File: src/verilog/lfdc_pkg.sv
/*
  Package for the link frame debug counters: register indices, reset values,
  answer codes, carrier structs and the read state type.
  Assumes one clock domain; a register's byte address is four times its index.
*/
package lfdc_pkg;

  localparam int ADDR_W = 13;
  localparam int DATA_W = 32;
  localparam int LINKS = 3;

  // Link slots
  localparam int LINK_UART = 0;
  localparam int LINK_UPPER = 1;
  localparam int LINK_LOWER = 2;

  // Register indices; byte address is index times four
  localparam logic [10:0] IDX_UART_DISC = 11'h789;
  localparam logic [10:0] IDX_UPPER_DISC = 11'h78a;
  localparam logic [10:0] IDX_LOWER_DISC = 11'h78b;
  localparam logic [10:0] IDX_UART_VHI = 11'h78c;
  localparam logic [10:0] IDX_UART_VLO = 11'h78d;
  localparam logic [10:0] IDX_UPPER_VHI = 11'h78e;
  localparam logic [10:0] IDX_UPPER_VLO = 11'h78f;
  localparam logic [10:0] IDX_LOWER_VHI = 11'h790;
  localparam logic [10:0] IDX_LOWER_VLO = 11'h791;
  localparam logic [10:0] IDX_SEC_BLK = 11'h7a0;
  localparam logic [10:0] IDX_DED_BLK = 11'h7a1;

  // Field positions inside the 32-bit data word
  localparam int BYTE_LSB = 0;
  localparam int BYTE_MSB = 7;

  // Reset and limit values
  localparam logic [7:0] DISC_RST = 8'h00;
  localparam logic [7:0] DISC_ONE = 8'h01;
  localparam logic [15:0] VALID_RST = 16'h0000;
  localparam logic [15:0] VALID_ONE = 16'h0001;
  localparam logic [15:0] VALID_MAX = 16'hffff;
  localparam logic [7:0] BLK_RST = 8'h00;
  localparam logic [31:0] RDATA_RST = 32'h0000_0000;

  // AXI answer codes
  localparam logic [1:0] RESP_OKAY = 2'h0;
  localparam logic [1:0] RESP_DECERR = 2'h3;

  typedef struct packed {
    logic discard;  // One frame discarded this cycle
    logic valid;    // One valid frame this cycle
  } lfdc_link_evt_t;

  typedef struct packed {
    logic [7:0] disc;
    logic [15:0] valid;
  } lfdc_link_cnt_t;

  typedef struct packed {
    logic hit;          // Fault seen this cycle
    logic [7:0] block;  // Block address of that fault
  } lfdc_nvm_evt_t;

  typedef enum logic [1:0] {
    RD_IDLE = 2'b01,
    RD_RESP = 2'b10
  } lfdc_rd_state_t;

  // One-hot link select for a discard register index
  function automatic logic [LINKS-1:0] lfdc_disc_hit(input logic [10:0] idx);
    lfdc_disc_hit = {idx == IDX_LOWER_DISC, idx == IDX_UPPER_DISC, idx == IDX_UART_DISC};
  endfunction : lfdc_disc_hit

  // Any register of the bank
  function automatic logic lfdc_mapped(input logic [10:0] idx);
    lfdc_mapped = (idx >= IDX_UART_DISC && idx <= IDX_LOWER_VLO) ||
                  idx == IDX_SEC_BLK || idx == IDX_DED_BLK;
  endfunction : lfdc_mapped

endpackage : lfdc_pkg

File: src/verilog/lfdc_counters.sv
/*
  Link frame debug counters: per-link discard and valid-frame counters with
  read-to-latch-and-clear, plus the last corrected and uncorrectable memory
  block addresses, all read over an AXI4-Lite slave.
  Assumes event inputs are single-cycle pulses synchronous to aclk.
*/
`timescale 1ns/100ps
module lfdc_counters
  import lfdc_pkg::*;
(
  input wire logic aclk,                             // 40 MHz system clock
  input wire logic aresetn,                          // Synchronous reset, low
  input wire logic aclken,                           // Freezes all state when low
  input wire lfdc_link_evt_t link_evt [LINKS],       // Frame outcome per link
  input wire lfdc_nvm_evt_t single_correct_evt,      // Corrected fault and block
  input wire lfdc_nvm_evt_t double_detect_evt,       // Uncorrectable fault and block
  input wire logic [ADDR_W-1:0] s_axi_awaddr,        // Write address
  input wire logic [2:0] s_axi_awprot,               // Write protection
  input wire logic s_axi_awvalid,                    // Write address valid
  output logic s_axi_awready,                        // Write address ready
  input wire logic [DATA_W-1:0] s_axi_wdata,         // Write data
  input wire logic [3:0] s_axi_wstrb,                // Write strobes
  input wire logic s_axi_wvalid,                     // Write data valid
  output logic s_axi_wready,                         // Write data ready
  output logic [1:0] s_axi_bresp,                    // Write answer code
  output logic s_axi_bvalid,                         // Write answer valid
  input wire logic s_axi_bready,                     // Write answer ready
  input wire logic [ADDR_W-1:0] s_axi_araddr,        // Read address
  input wire logic [2:0] s_axi_arprot,               // Read protection
  input wire logic s_axi_arvalid,                    // Read address valid
  output logic s_axi_arready,                        // Read address ready
  output logic [DATA_W-1:0] s_axi_rdata,             // Read data
  output logic [1:0] s_axi_rresp,                    // Read answer code
  output logic s_axi_rvalid,                         // Read answer valid
  input wire logic s_axi_rready                      // Read answer ready
);

  lfdc_link_cnt_t cnt_reg [LINKS];
  lfdc_link_cnt_t cnt_next [LINKS];
  lfdc_link_cnt_t snap_reg [LINKS];
  lfdc_link_cnt_t snap_next [LINKS];
  logic [7:0] sec_blk_reg;
  logic [7:0] ded_blk_reg;
  logic aw_got_reg;
  logic w_got_reg;
  logic [10:0] aw_idx_reg;
  logic bvalid_reg;
  logic [1:0] bresp_reg;
  lfdc_rd_state_t rd_state_reg;
  lfdc_rd_state_t rd_state_next;
  logic [DATA_W-1:0] rdata_reg;
  logic [1:0] rresp_reg;

  // Write side: addresses and data taken in either order, then dropped
  wire aw_take = s_axi_awvalid && s_axi_awready;
  wire w_take = s_axi_wvalid && s_axi_wready;
  wire aw_have = aw_got_reg || aw_take;
  wire w_have = w_got_reg || w_take;
  wire wr_done = aw_have && w_have;
  wire [10:0] aw_idx_now = s_axi_awaddr[ADDR_W-1:2];
  wire [10:0] wr_idx = aw_got_reg ? aw_idx_reg : aw_idx_now;
  wire b_take = aclken && bvalid_reg && s_axi_bready;

  assign s_axi_awready = aclken && !aw_got_reg && !bvalid_reg;
  assign s_axi_wready = aclken && !w_got_reg && !bvalid_reg;
  assign s_axi_bvalid = bvalid_reg;
  assign s_axi_bresp = bresp_reg;

  // Read side
  wire [10:0] rd_idx = s_axi_araddr[ADDR_W-1:2];
  wire ar_take = s_axi_arvalid && s_axi_arready;
  wire r_take = aclken && s_axi_rvalid && s_axi_rready;
  wire [LINKS-1:0] rd_clr = ar_take ? lfdc_disc_hit(rd_idx) : '0;
  wire rd_mapped = lfdc_mapped(rd_idx);

  assign s_axi_arready = aclken && (rd_state_reg == RD_IDLE);
  assign s_axi_rvalid = (rd_state_reg == RD_RESP);
  assign s_axi_rdata = rdata_reg;
  assign s_axi_rresp = rresp_reg;

  logic [7:0] rd_byte;
  always_comb begin
    case (rd_idx)
      IDX_UART_DISC: rd_byte = cnt_reg[LINK_UART].disc;
      IDX_UPPER_DISC: rd_byte = cnt_reg[LINK_UPPER].disc;
      IDX_LOWER_DISC: rd_byte = cnt_reg[LINK_LOWER].disc;
      IDX_UART_VHI: rd_byte = snap_reg[LINK_UART].valid[15:8];
      IDX_UART_VLO: rd_byte = snap_reg[LINK_UART].valid[7:0];
      IDX_UPPER_VHI: rd_byte = snap_reg[LINK_UPPER].valid[15:8];
      IDX_UPPER_VLO: rd_byte = snap_reg[LINK_UPPER].valid[7:0];
      IDX_LOWER_VHI: rd_byte = snap_reg[LINK_LOWER].valid[15:8];
      IDX_LOWER_VLO: rd_byte = snap_reg[LINK_LOWER].valid[7:0];
      IDX_SEC_BLK: rd_byte = sec_blk_reg;
      IDX_DED_BLK: rd_byte = ded_blk_reg;
      default: rd_byte = DISC_RST;
    endcase
  end

  // Counter update; an event in the clearing cycle is kept
  always_comb begin
    for (int i = 0; i < LINKS; i++) begin
      cnt_next[i] = cnt_reg[i];
      snap_next[i] = snap_reg[i];
      if (rd_clr[i]) begin
        snap_next[i] = cnt_reg[i];
        cnt_next[i].disc = DISC_RST;
        cnt_next[i].valid = VALID_RST;
      end
      if (link_evt[i].discard) begin
        cnt_next[i].disc = cnt_next[i].disc + DISC_ONE;
      end
      if (link_evt[i].valid && cnt_next[i].valid != VALID_MAX) begin
        cnt_next[i].valid = cnt_next[i].valid + VALID_ONE;
      end
    end
  end

  always_comb begin
    case (rd_state_reg)
      RD_IDLE: rd_state_next = ar_take ? RD_RESP : RD_IDLE;
      RD_RESP: rd_state_next = r_take ? RD_IDLE : RD_RESP;
      default: rd_state_next = RD_IDLE;
    endcase
  end

  always_ff @(posedge aclk) begin
    if (!aresetn) begin
      for (int i = 0; i < LINKS; i++) begin
        cnt_reg[i] <= '0;
        snap_reg[i] <= '0;
      end
    end else if (aclken) begin
      cnt_reg <= cnt_next;
      snap_reg <= snap_next;
    end
  end

  always_ff @(posedge aclk) begin
    if (!aresetn) begin
      sec_blk_reg <= BLK_RST;
    end else if (aclken && single_correct_evt.hit) begin
      sec_blk_reg <= single_correct_evt.block;
    end
  end

  always_ff @(posedge aclk) begin
    if (!aresetn) begin
      ded_blk_reg <= BLK_RST;
    end else if (aclken && double_detect_evt.hit) begin
      ded_blk_reg <= double_detect_evt.block;
    end
  end

  always_ff @(posedge aclk) begin
    if (!aresetn) begin
      aw_got_reg <= 1'b0;
      w_got_reg <= 1'b0;
      aw_idx_reg <= '0;
      bvalid_reg <= 1'b0;
      bresp_reg <= RESP_OKAY;
    end else if (aclken) begin
      if (aw_take) begin
        aw_idx_reg <= aw_idx_now;
      end
      if (wr_done) begin
        aw_got_reg <= 1'b0;
        w_got_reg <= 1'b0;
        bvalid_reg <= 1'b1;
        bresp_reg <= lfdc_mapped(wr_idx) ? RESP_OKAY : RESP_DECERR;
      end else begin
        aw_got_reg <= aw_have;
        w_got_reg <= w_have;
        if (b_take) begin
          bvalid_reg <= 1'b0;
        end
      end
    end
  end

  // Read answer one cycle after the address is taken
  always_ff @(posedge aclk) begin
    if (!aresetn) begin
      rd_state_reg <= RD_IDLE;
      rdata_reg <= RDATA_RST;
      rresp_reg <= RESP_OKAY;
    end else if (aclken) begin
      rd_state_reg <= rd_state_next;
      if (ar_take) begin
        rdata_reg <= {24'h00_0000, rd_byte};
        rresp_reg <= rd_mapped ? RESP_OKAY : RESP_DECERR;
      end
    end
  end

  AST_UART_DISC_INC: assert property (
    @(posedge aclk) disable iff (!aresetn)
    aclken && link_evt[LINK_UART].discard && !rd_clr[LINK_UART]
    |=> cnt_reg[LINK_UART].disc == $past(cnt_reg[LINK_UART].disc) + DISC_ONE)
    else $error("UART discard count did not step");

  AST_LOWER_DISC_INC: assert property (
    @(posedge aclk) disable iff (!aresetn)
    aclken && link_evt[LINK_LOWER].discard && !rd_clr[LINK_LOWER]
    |=> cnt_reg[LINK_LOWER].disc == $past(cnt_reg[LINK_LOWER].disc) + DISC_ONE)
    else $error("Lower port discard count did not step");

  AST_DISC_READ_LATCH: assert property (
    @(posedge aclk) disable iff (!aresetn)
    rd_clr[LINK_UART]
    |=> s_axi_rvalid && s_axi_rdata[7:0] == $past(cnt_reg[LINK_UART].disc)
        && snap_reg[LINK_UART] == $past(cnt_reg[LINK_UART])
        && cnt_reg[LINK_UART].disc <= DISC_ONE)
    else $error("UART discard read did not latch and clear");

  AST_VALID_BYTES: assert property (
    @(posedge aclk) disable iff (!aresetn)
    ar_take && rd_idx == IDX_UART_VHI
    |=> s_axi_rdata[7:0] == snap_reg[LINK_UART].valid[15:8]
        && s_axi_rdata[31:8] == 24'h00_0000)
    else $error("UART valid high byte read wrong");

  AST_VALID_SAT: assert property (
    @(posedge aclk) disable iff (!aresetn)
    aclken && cnt_reg[LINK_UART].valid == VALID_MAX && !rd_clr[LINK_UART]
    |=> cnt_reg[LINK_UART].valid == VALID_MAX)
    else $error("Valid counter wrapped past all ones");

  AST_UPPER_CLEAR: assert property (
    @(posedge aclk) disable iff (!aresetn)
    rd_clr[LINK_UPPER]
    |=> cnt_reg[LINK_UPPER].valid <= VALID_ONE
        && snap_reg[LINK_UPPER].valid == $past(cnt_reg[LINK_UPPER].valid))
    else $error("Upper port valid count not latched and cleared");

  AST_SEC_BLOCK: assert property (
    @(posedge aclk) disable iff (!aresetn)
    aclken && single_correct_evt.hit |=> sec_blk_reg == $past(single_correct_evt.block))
    else $error("Corrected block address not recorded");

  AST_DED_BLOCK: assert property (
    @(posedge aclk) disable iff (!aresetn)
    aclken && double_detect_evt.hit |=> ded_blk_reg == $past(double_detect_evt.block))
    else $error("Uncorrectable block address not recorded");

  AST_WRITE_NO_EFFECT: assert property (
    @(posedge aclk) disable iff (!aresetn)
    aclken && wr_done && !link_evt[LINK_UART].discard && !rd_clr[LINK_UART]
    |=> s_axi_bvalid && $stable(cnt_reg[LINK_UART].disc))
    else $error("Write altered a counter or went unanswered");

  AST_RDATA_HOLD: assert property (
    @(posedge aclk) disable iff (!aresetn)
    s_axi_rvalid && !s_axi_rready |=> s_axi_rvalid && $stable(s_axi_rdata))
    else $error("Read answer dropped before taken");

  // Freeze, bus answer, counter and block address checks
  AST_FREEZE: assert property (
    @(posedge aclk) disable iff (!aresetn)
    !aclken |=> $stable(cnt_reg[LINK_UART]) && $stable(snap_reg[LINK_UART]))
    else $error("Counters moved while clock enable was low");

  AST_WRITE_REFUSED: assert property (
    @(posedge aclk) disable iff (!aresetn)
    s_axi_bvalid |-> !s_axi_awready && !s_axi_wready)
    else $error("Write accepted while an answer was pending");

  AST_BRESP_CODE: assert property (
    @(posedge aclk) disable iff (!aresetn)
    aclken && wr_done && !lfdc_mapped(wr_idx) |=> s_axi_bresp == RESP_DECERR)
    else $error("Unmapped write not refused");

  AST_READ_ANSWER: assert property (
    @(posedge aclk) disable iff (!aresetn)
    ar_take |=> s_axi_rvalid && !s_axi_arready)
    else $error("Read answer late or second read accepted");

  AST_UNMAPPED_READ: assert property (
    @(posedge aclk) disable iff (!aresetn)
    ar_take && !rd_mapped |=> s_axi_rresp == RESP_DECERR && s_axi_rdata == RDATA_RST)
    else $error("Unmapped read not refused");

  AST_RVALID_DROP: assert property (
    @(posedge aclk) disable iff (!aresetn)
    r_take |=> !s_axi_rvalid)
    else $error("Read answer repeated after it was taken");

  AST_UART_VALID_INC: assert property (
    @(posedge aclk) disable iff (!aresetn)
    aclken && link_evt[LINK_UART].valid && !rd_clr[LINK_UART]
        && cnt_reg[LINK_UART].valid != VALID_MAX
    |=> cnt_reg[LINK_UART].valid == $past(cnt_reg[LINK_UART].valid) + VALID_ONE)
    else $error("UART valid count did not step");

  AST_LOWER_LATCH: assert property (
    @(posedge aclk) disable iff (!aresetn)
    rd_clr[LINK_LOWER]
    |=> snap_reg[LINK_LOWER] == $past(cnt_reg[LINK_LOWER])
        && cnt_reg[LINK_LOWER].valid <= VALID_ONE)
    else $error("Lower port counts not latched and cleared");

  AST_SEC_HOLD: assert property (
    @(posedge aclk) disable iff (!aresetn)
    !(aclken && single_correct_evt.hit) |=> $stable(sec_blk_reg))
    else $error("Corrected block address changed without a fault");

  AST_DED_HOLD: assert property (
    @(posedge aclk) disable iff (!aresetn)
    !(aclken && double_detect_evt.hit) |=> $stable(ded_blk_reg))
    else $error("Uncorrectable block address changed without a fault");

  COV_SATURATE: cover property (
    @(posedge aclk) disable iff (!aresetn)
    cnt_reg[LINK_UART].valid == VALID_MAX && link_evt[LINK_UART].valid);

  COV_CLEAR_WITH_EVENT: cover property (
    @(posedge aclk) disable iff (!aresetn)
    rd_clr[LINK_LOWER] && link_evt[LINK_LOWER].discard);

  COV_WRITE_DONE: cover property (
    @(posedge aclk) disable iff (!aresetn)
    s_axi_bvalid && s_axi_bready && s_axi_bresp == RESP_OKAY);

  COV_UNMAPPED_READ: cover property (
    @(posedge aclk) disable iff (!aresetn)
    s_axi_rvalid && s_axi_rresp == RESP_DECERR);

endmodule : lfdc_counters

File: config.mk
export PLATFORM = sky130hd
export DESIGN_NAME = lfdc_counters
export DESIGN_NICKNAME = d
export VERILOG_FILES = /design/src/verilog/lfdc_pkg.sv /design/src/verilog/lfdc_counters.sv
export SDC_FILE = /design/constraint.sdc
export NUM_CORES = 1
export LEC_CHECK = 0
export ABC_AREA = 1
export BUFFER_PORTS_ARGS = -buffer_cell sky130_fd_sc_hd__clkbuf_2
export CORE_ASPECT_RATIO = 0.75
export CORE_MARGIN = 2
export CORE_UTILIZATION = 40
export CTS_BUF_LIST = sky130_fd_sc_hd__clkbuf_8 sky130_fd_sc_hd__clkbuf_16
export CTS_CLUSTER_DIAMETER = 150
export DETAILED_ROUTE_END_ITERATION = 10
export MAX_ROUTING_LAYER = met4
export PLACE_DENSITY = 0.58
export SYNTH_ARGS = -nofsm -noshare
export SYNTH_HDL_FRONTEND = slang
export SYNTH_SLANG_ARGS = --single-unit
File: constraint.sdc
create_clock -name aclk -period 3.2 [get_ports aclk]
set_clock_uncertainty 0.2 [all_clocks]
set_input_delay 0.16 -clock aclk [delete_from_list [all_inputs] [get_ports aclk]]
set_output_delay 0.16 -clock aclk [all_outputs]
set_load 0.01 [all_outputs]
==> reports/metrics.csv <==
stage,metric,value,unit
status,status,"complete, no violations",
floorplanning,start_util,0.4108,
cts,clk_pin_slew,0.07,ns
synth,synth_cells,1331,
final_layout,final_nets,1527,
global_route,grt_max_degree,64,
synth,yosysUniqueCellTypes,44,
synth,ys.warnings.count,0,
route,antenna_left,0,
timing,setup-violations-final,0,
route,firstDrtPassIters,5,
cts,cts_buffers,17,
floorplanning,num_io_pins,141,
timing,fin_crit_sh,0.9233,
worst_setup_path,crit_required,3.34,ns
timing,worst_slew_pin_slew,0.8226,ns
min_path,hp-class,in -> reg,
global_route,grt_util_met1,0.2957,
synth,avgSynthCellArea,6.572,µm²
cts,clockBufferDepth,2,
cts,htree_num_levels,4,
placed_design,dp_hpwl,16360,µm
pwr,ir_worst_vdd,0.3936,mV
floorplanning,die_y,132.1,µm
final_layout,syn2layout_area_growth,17.02,%
timing,max_freq,338.4,MHz
cts,clock_latency,0.44,ns
final_layout,drive_above_1_share,0.1159,
route,num_vias,8469,
cts,cts_tree,yes,
worst_setup_path,reg2reg_slack,0.25,ns
cts,cts.sinks,162,
floorplanning,rows,46,
global_route,overflow,0,
worst_setup_path,crit_path_end_kind,flip-flop,
synth,ys_ff_latch,162,
job,max_cap_violations,0,
worst_setup_path,critPathLaunchType,flip-flop,
timing,drv_slew,0,
synth,synthFlopType,dfxtp_1,
route,vias_per_cell,4.924,
global_route,antenna_found_initial,0,
synth,synth-edff-count,0,
final_layout,largest_reg_flops,72,
timing,tns,0,ns
global_route,grt_util_met3,0.03489,
route,drc,0,
floorplanning,core-area,0.02130,mm²
global_route,met2_usage,0.3123,
global_route,grt_pass1_vias,7420,
final_layout,n_antenna_cell,0,
worst_setup_path,worstSetupPathType,reg -> reg,
route,wl,23620,µm
global_route,grt_pass1_wl,37950,µm
timing,slew_headroom,0.4470,
pwr,p_leak,4.317,nW
global_route,grt.total_usage,0.2107,
route,drtIter0Drc,723,
synth,netlist_area,0.008747,mm²
worst_setup_path,crit_arrival,3.09,ns
placed_design,port-buffer-count,70,
worst_setup_path,crit_fanout,16,
route,wl_per_cell,13.73,µm
global_route,grt-busiest-layer,met2,
floorplanning,die_x,174.8,µm
timing,whs,0.009050,ns
placed_design,gp_congestion,0.8461,
floorplanning,dieArea,0.02308,mm²
synth,async_flop_share,0,
timing,rsz0062_at_grt,no,
timing,period_minus_slack,2.955,ns
timing,finalHoldViolations,0,
cts,root_buffer,clkbuf_16,
pwr,powerDensity,447.0,mW/mm²
synth,yosysSeqAreaShare,0.3708,
[layer usage]
layer  wire [µm]  up-vias
met5           0        -
met4         299        0
met3        1202       23
met2       10120      177
met1       11990     3797
li1            -     4472
[through the flow]
step | power (mW) | cells | instance area, µm² | setup slack (ns) | utilization
6_report | 4.576 | 1720 | 10240 | 0.2453 | 0.4807
3_5_place_dp | 2.452 | 1645 | 9201 | 0.2091 | 0.4321
2_1_floorplan | 2.363 | 1354 | 8833 | 0.3420 | -
3_3_place_gp | 2.448 | 1645 | 9201 | 0.2770 | 0.4321
5_1_grt | 4.747 | 1720 | 10240 | 0.003056 | 0.4807
4_1_cts | 4.606 | 1713 | 10160 | 0.1694 | 0.4773
[cell families (layout without fill, tap and decap cells)]
| logic type | after synthesis | in the layout | share of synthesized area |
|---|---|---|---|
| AO/OA/AOI/OAI | 273 | 273 | 0.1648 |
| XOR/XNOR | 2 | 2 | 0.002003 |
| buffers and inverters | 256 | 334 | 0.1299 |
| other | 1 | 24 | 0.0004287 |
| AND/OR/NAND/NOR | 628 | 628 | 0.3196 |
| multiplexers | 1 | 1 | 0.001144 |
| flip-flops | 162 | 162 | 0.3708 |
| adder cells (fa/ha/maj) | 8 | 8 | 0.01144 |
[worst paths after layout]
path              startpoint              end  depth (start not counted)
max          rd_state_reg[1]      cnt_reg[34]                         20
min                  aresetn  rd_state_reg[0]                          2
max reg2reg  rd_state_reg[1]      cnt_reg[34]                         20
min reg2reg     snap_reg[38]     snap_reg[38]                          2
[final cells by class]
| cell class | count | area (µm²) |
|---|---|---|
| inverter | 174 | 653.1 |
| sequential | 162 | 3243 |
| clock buffer | 19 | 452.9 |
| tap | 288 | 360.3 |
| multi-input combinational | 936 | 4462 |
| timing repair buffer | 128 | 915.9 |
| fill | 2216 | 11060 |
| clock inverter | 13 | 148.9 |
[where the power goes]
part	switching (mW)	leakage (nW)	internal, mW
clock network	0.920	0.287	1.20
logic	0.233	2.72	0.138
registers	0.0228	1.31	2.06
[layout by cell type (no fill, tap or decap), types with 24 or more instances in the layout]
cell	netlist	routed
dlygate4sd3_1	0	36
clkbuf_2	0	69
nand3_1	99	99
nor2_1	167	167
conb_1	1	24
inv_1	167	167
o22ai_1	32	32
nand2_1	274	273
a21oi_1	129	129
o21ai_0	100	100
dfxtp_1	162	162
[synthesized netlist by cell type (2+ instances only)]
cell	number	area [µm²]
nand3_2	9	90.09
nor4_2	2	25.02
nand4_1	20	125.1
buf_2	11	55.05
nand2_1	274	1028
inv_1	167	626.9
inv_2	6	22.52
o21ai_0	100	500.5
xor2_1	2	17.52
nor4_1	4	25.02
dfxtp_1	162	3243
nor2_4	5	56.30
nand3_1	99	495.5
nor2_2	7	43.79
a31oi_1	2	12.51
buf_1	7	26.28
buf_4	27	202.7
nor3_1	18	90.09
ha_1	8	100.1
o22ai_1	32	200.2
clkbuf_1	29	108.9
nand3b_1	11	82.58
o211ai_1	2	15.01
nor2_1	167	626.9
buf_6	8	90.09
nand2_2	6	37.54
a21oi_1	129	645.6
[worst max-delay path, stage by stage (launching register included)]
cell	delay [ns]
dfxtp_1	0.34
inv_1	0.06
ha_1	0.22
nand2_1	0.16
nor2_4	0.08
buf_4	0.14
nand3_4	0.11
nand2_1	0.09
inv_1	0.07
ha_1	0.18
nand2_1	0.06
nand3b_1	0.16
nor2_1	0.20
nand2_1	0.11
nor2_2	0.19
nor2_4	0.06
buf_12	0.14
nand3b_1	0.11
nand2_1	0.07
nand2_1	0.05
nor2_1	0.04
[what timing repair did]
item,in CTS,in global routing
hold buffers,36,0
buffers inserted,0,7
resized for setup,0,2
hold endpoints to repair,54,0
endpoints found under the setup margin,0,15
(Power assumes the default switching activity.)
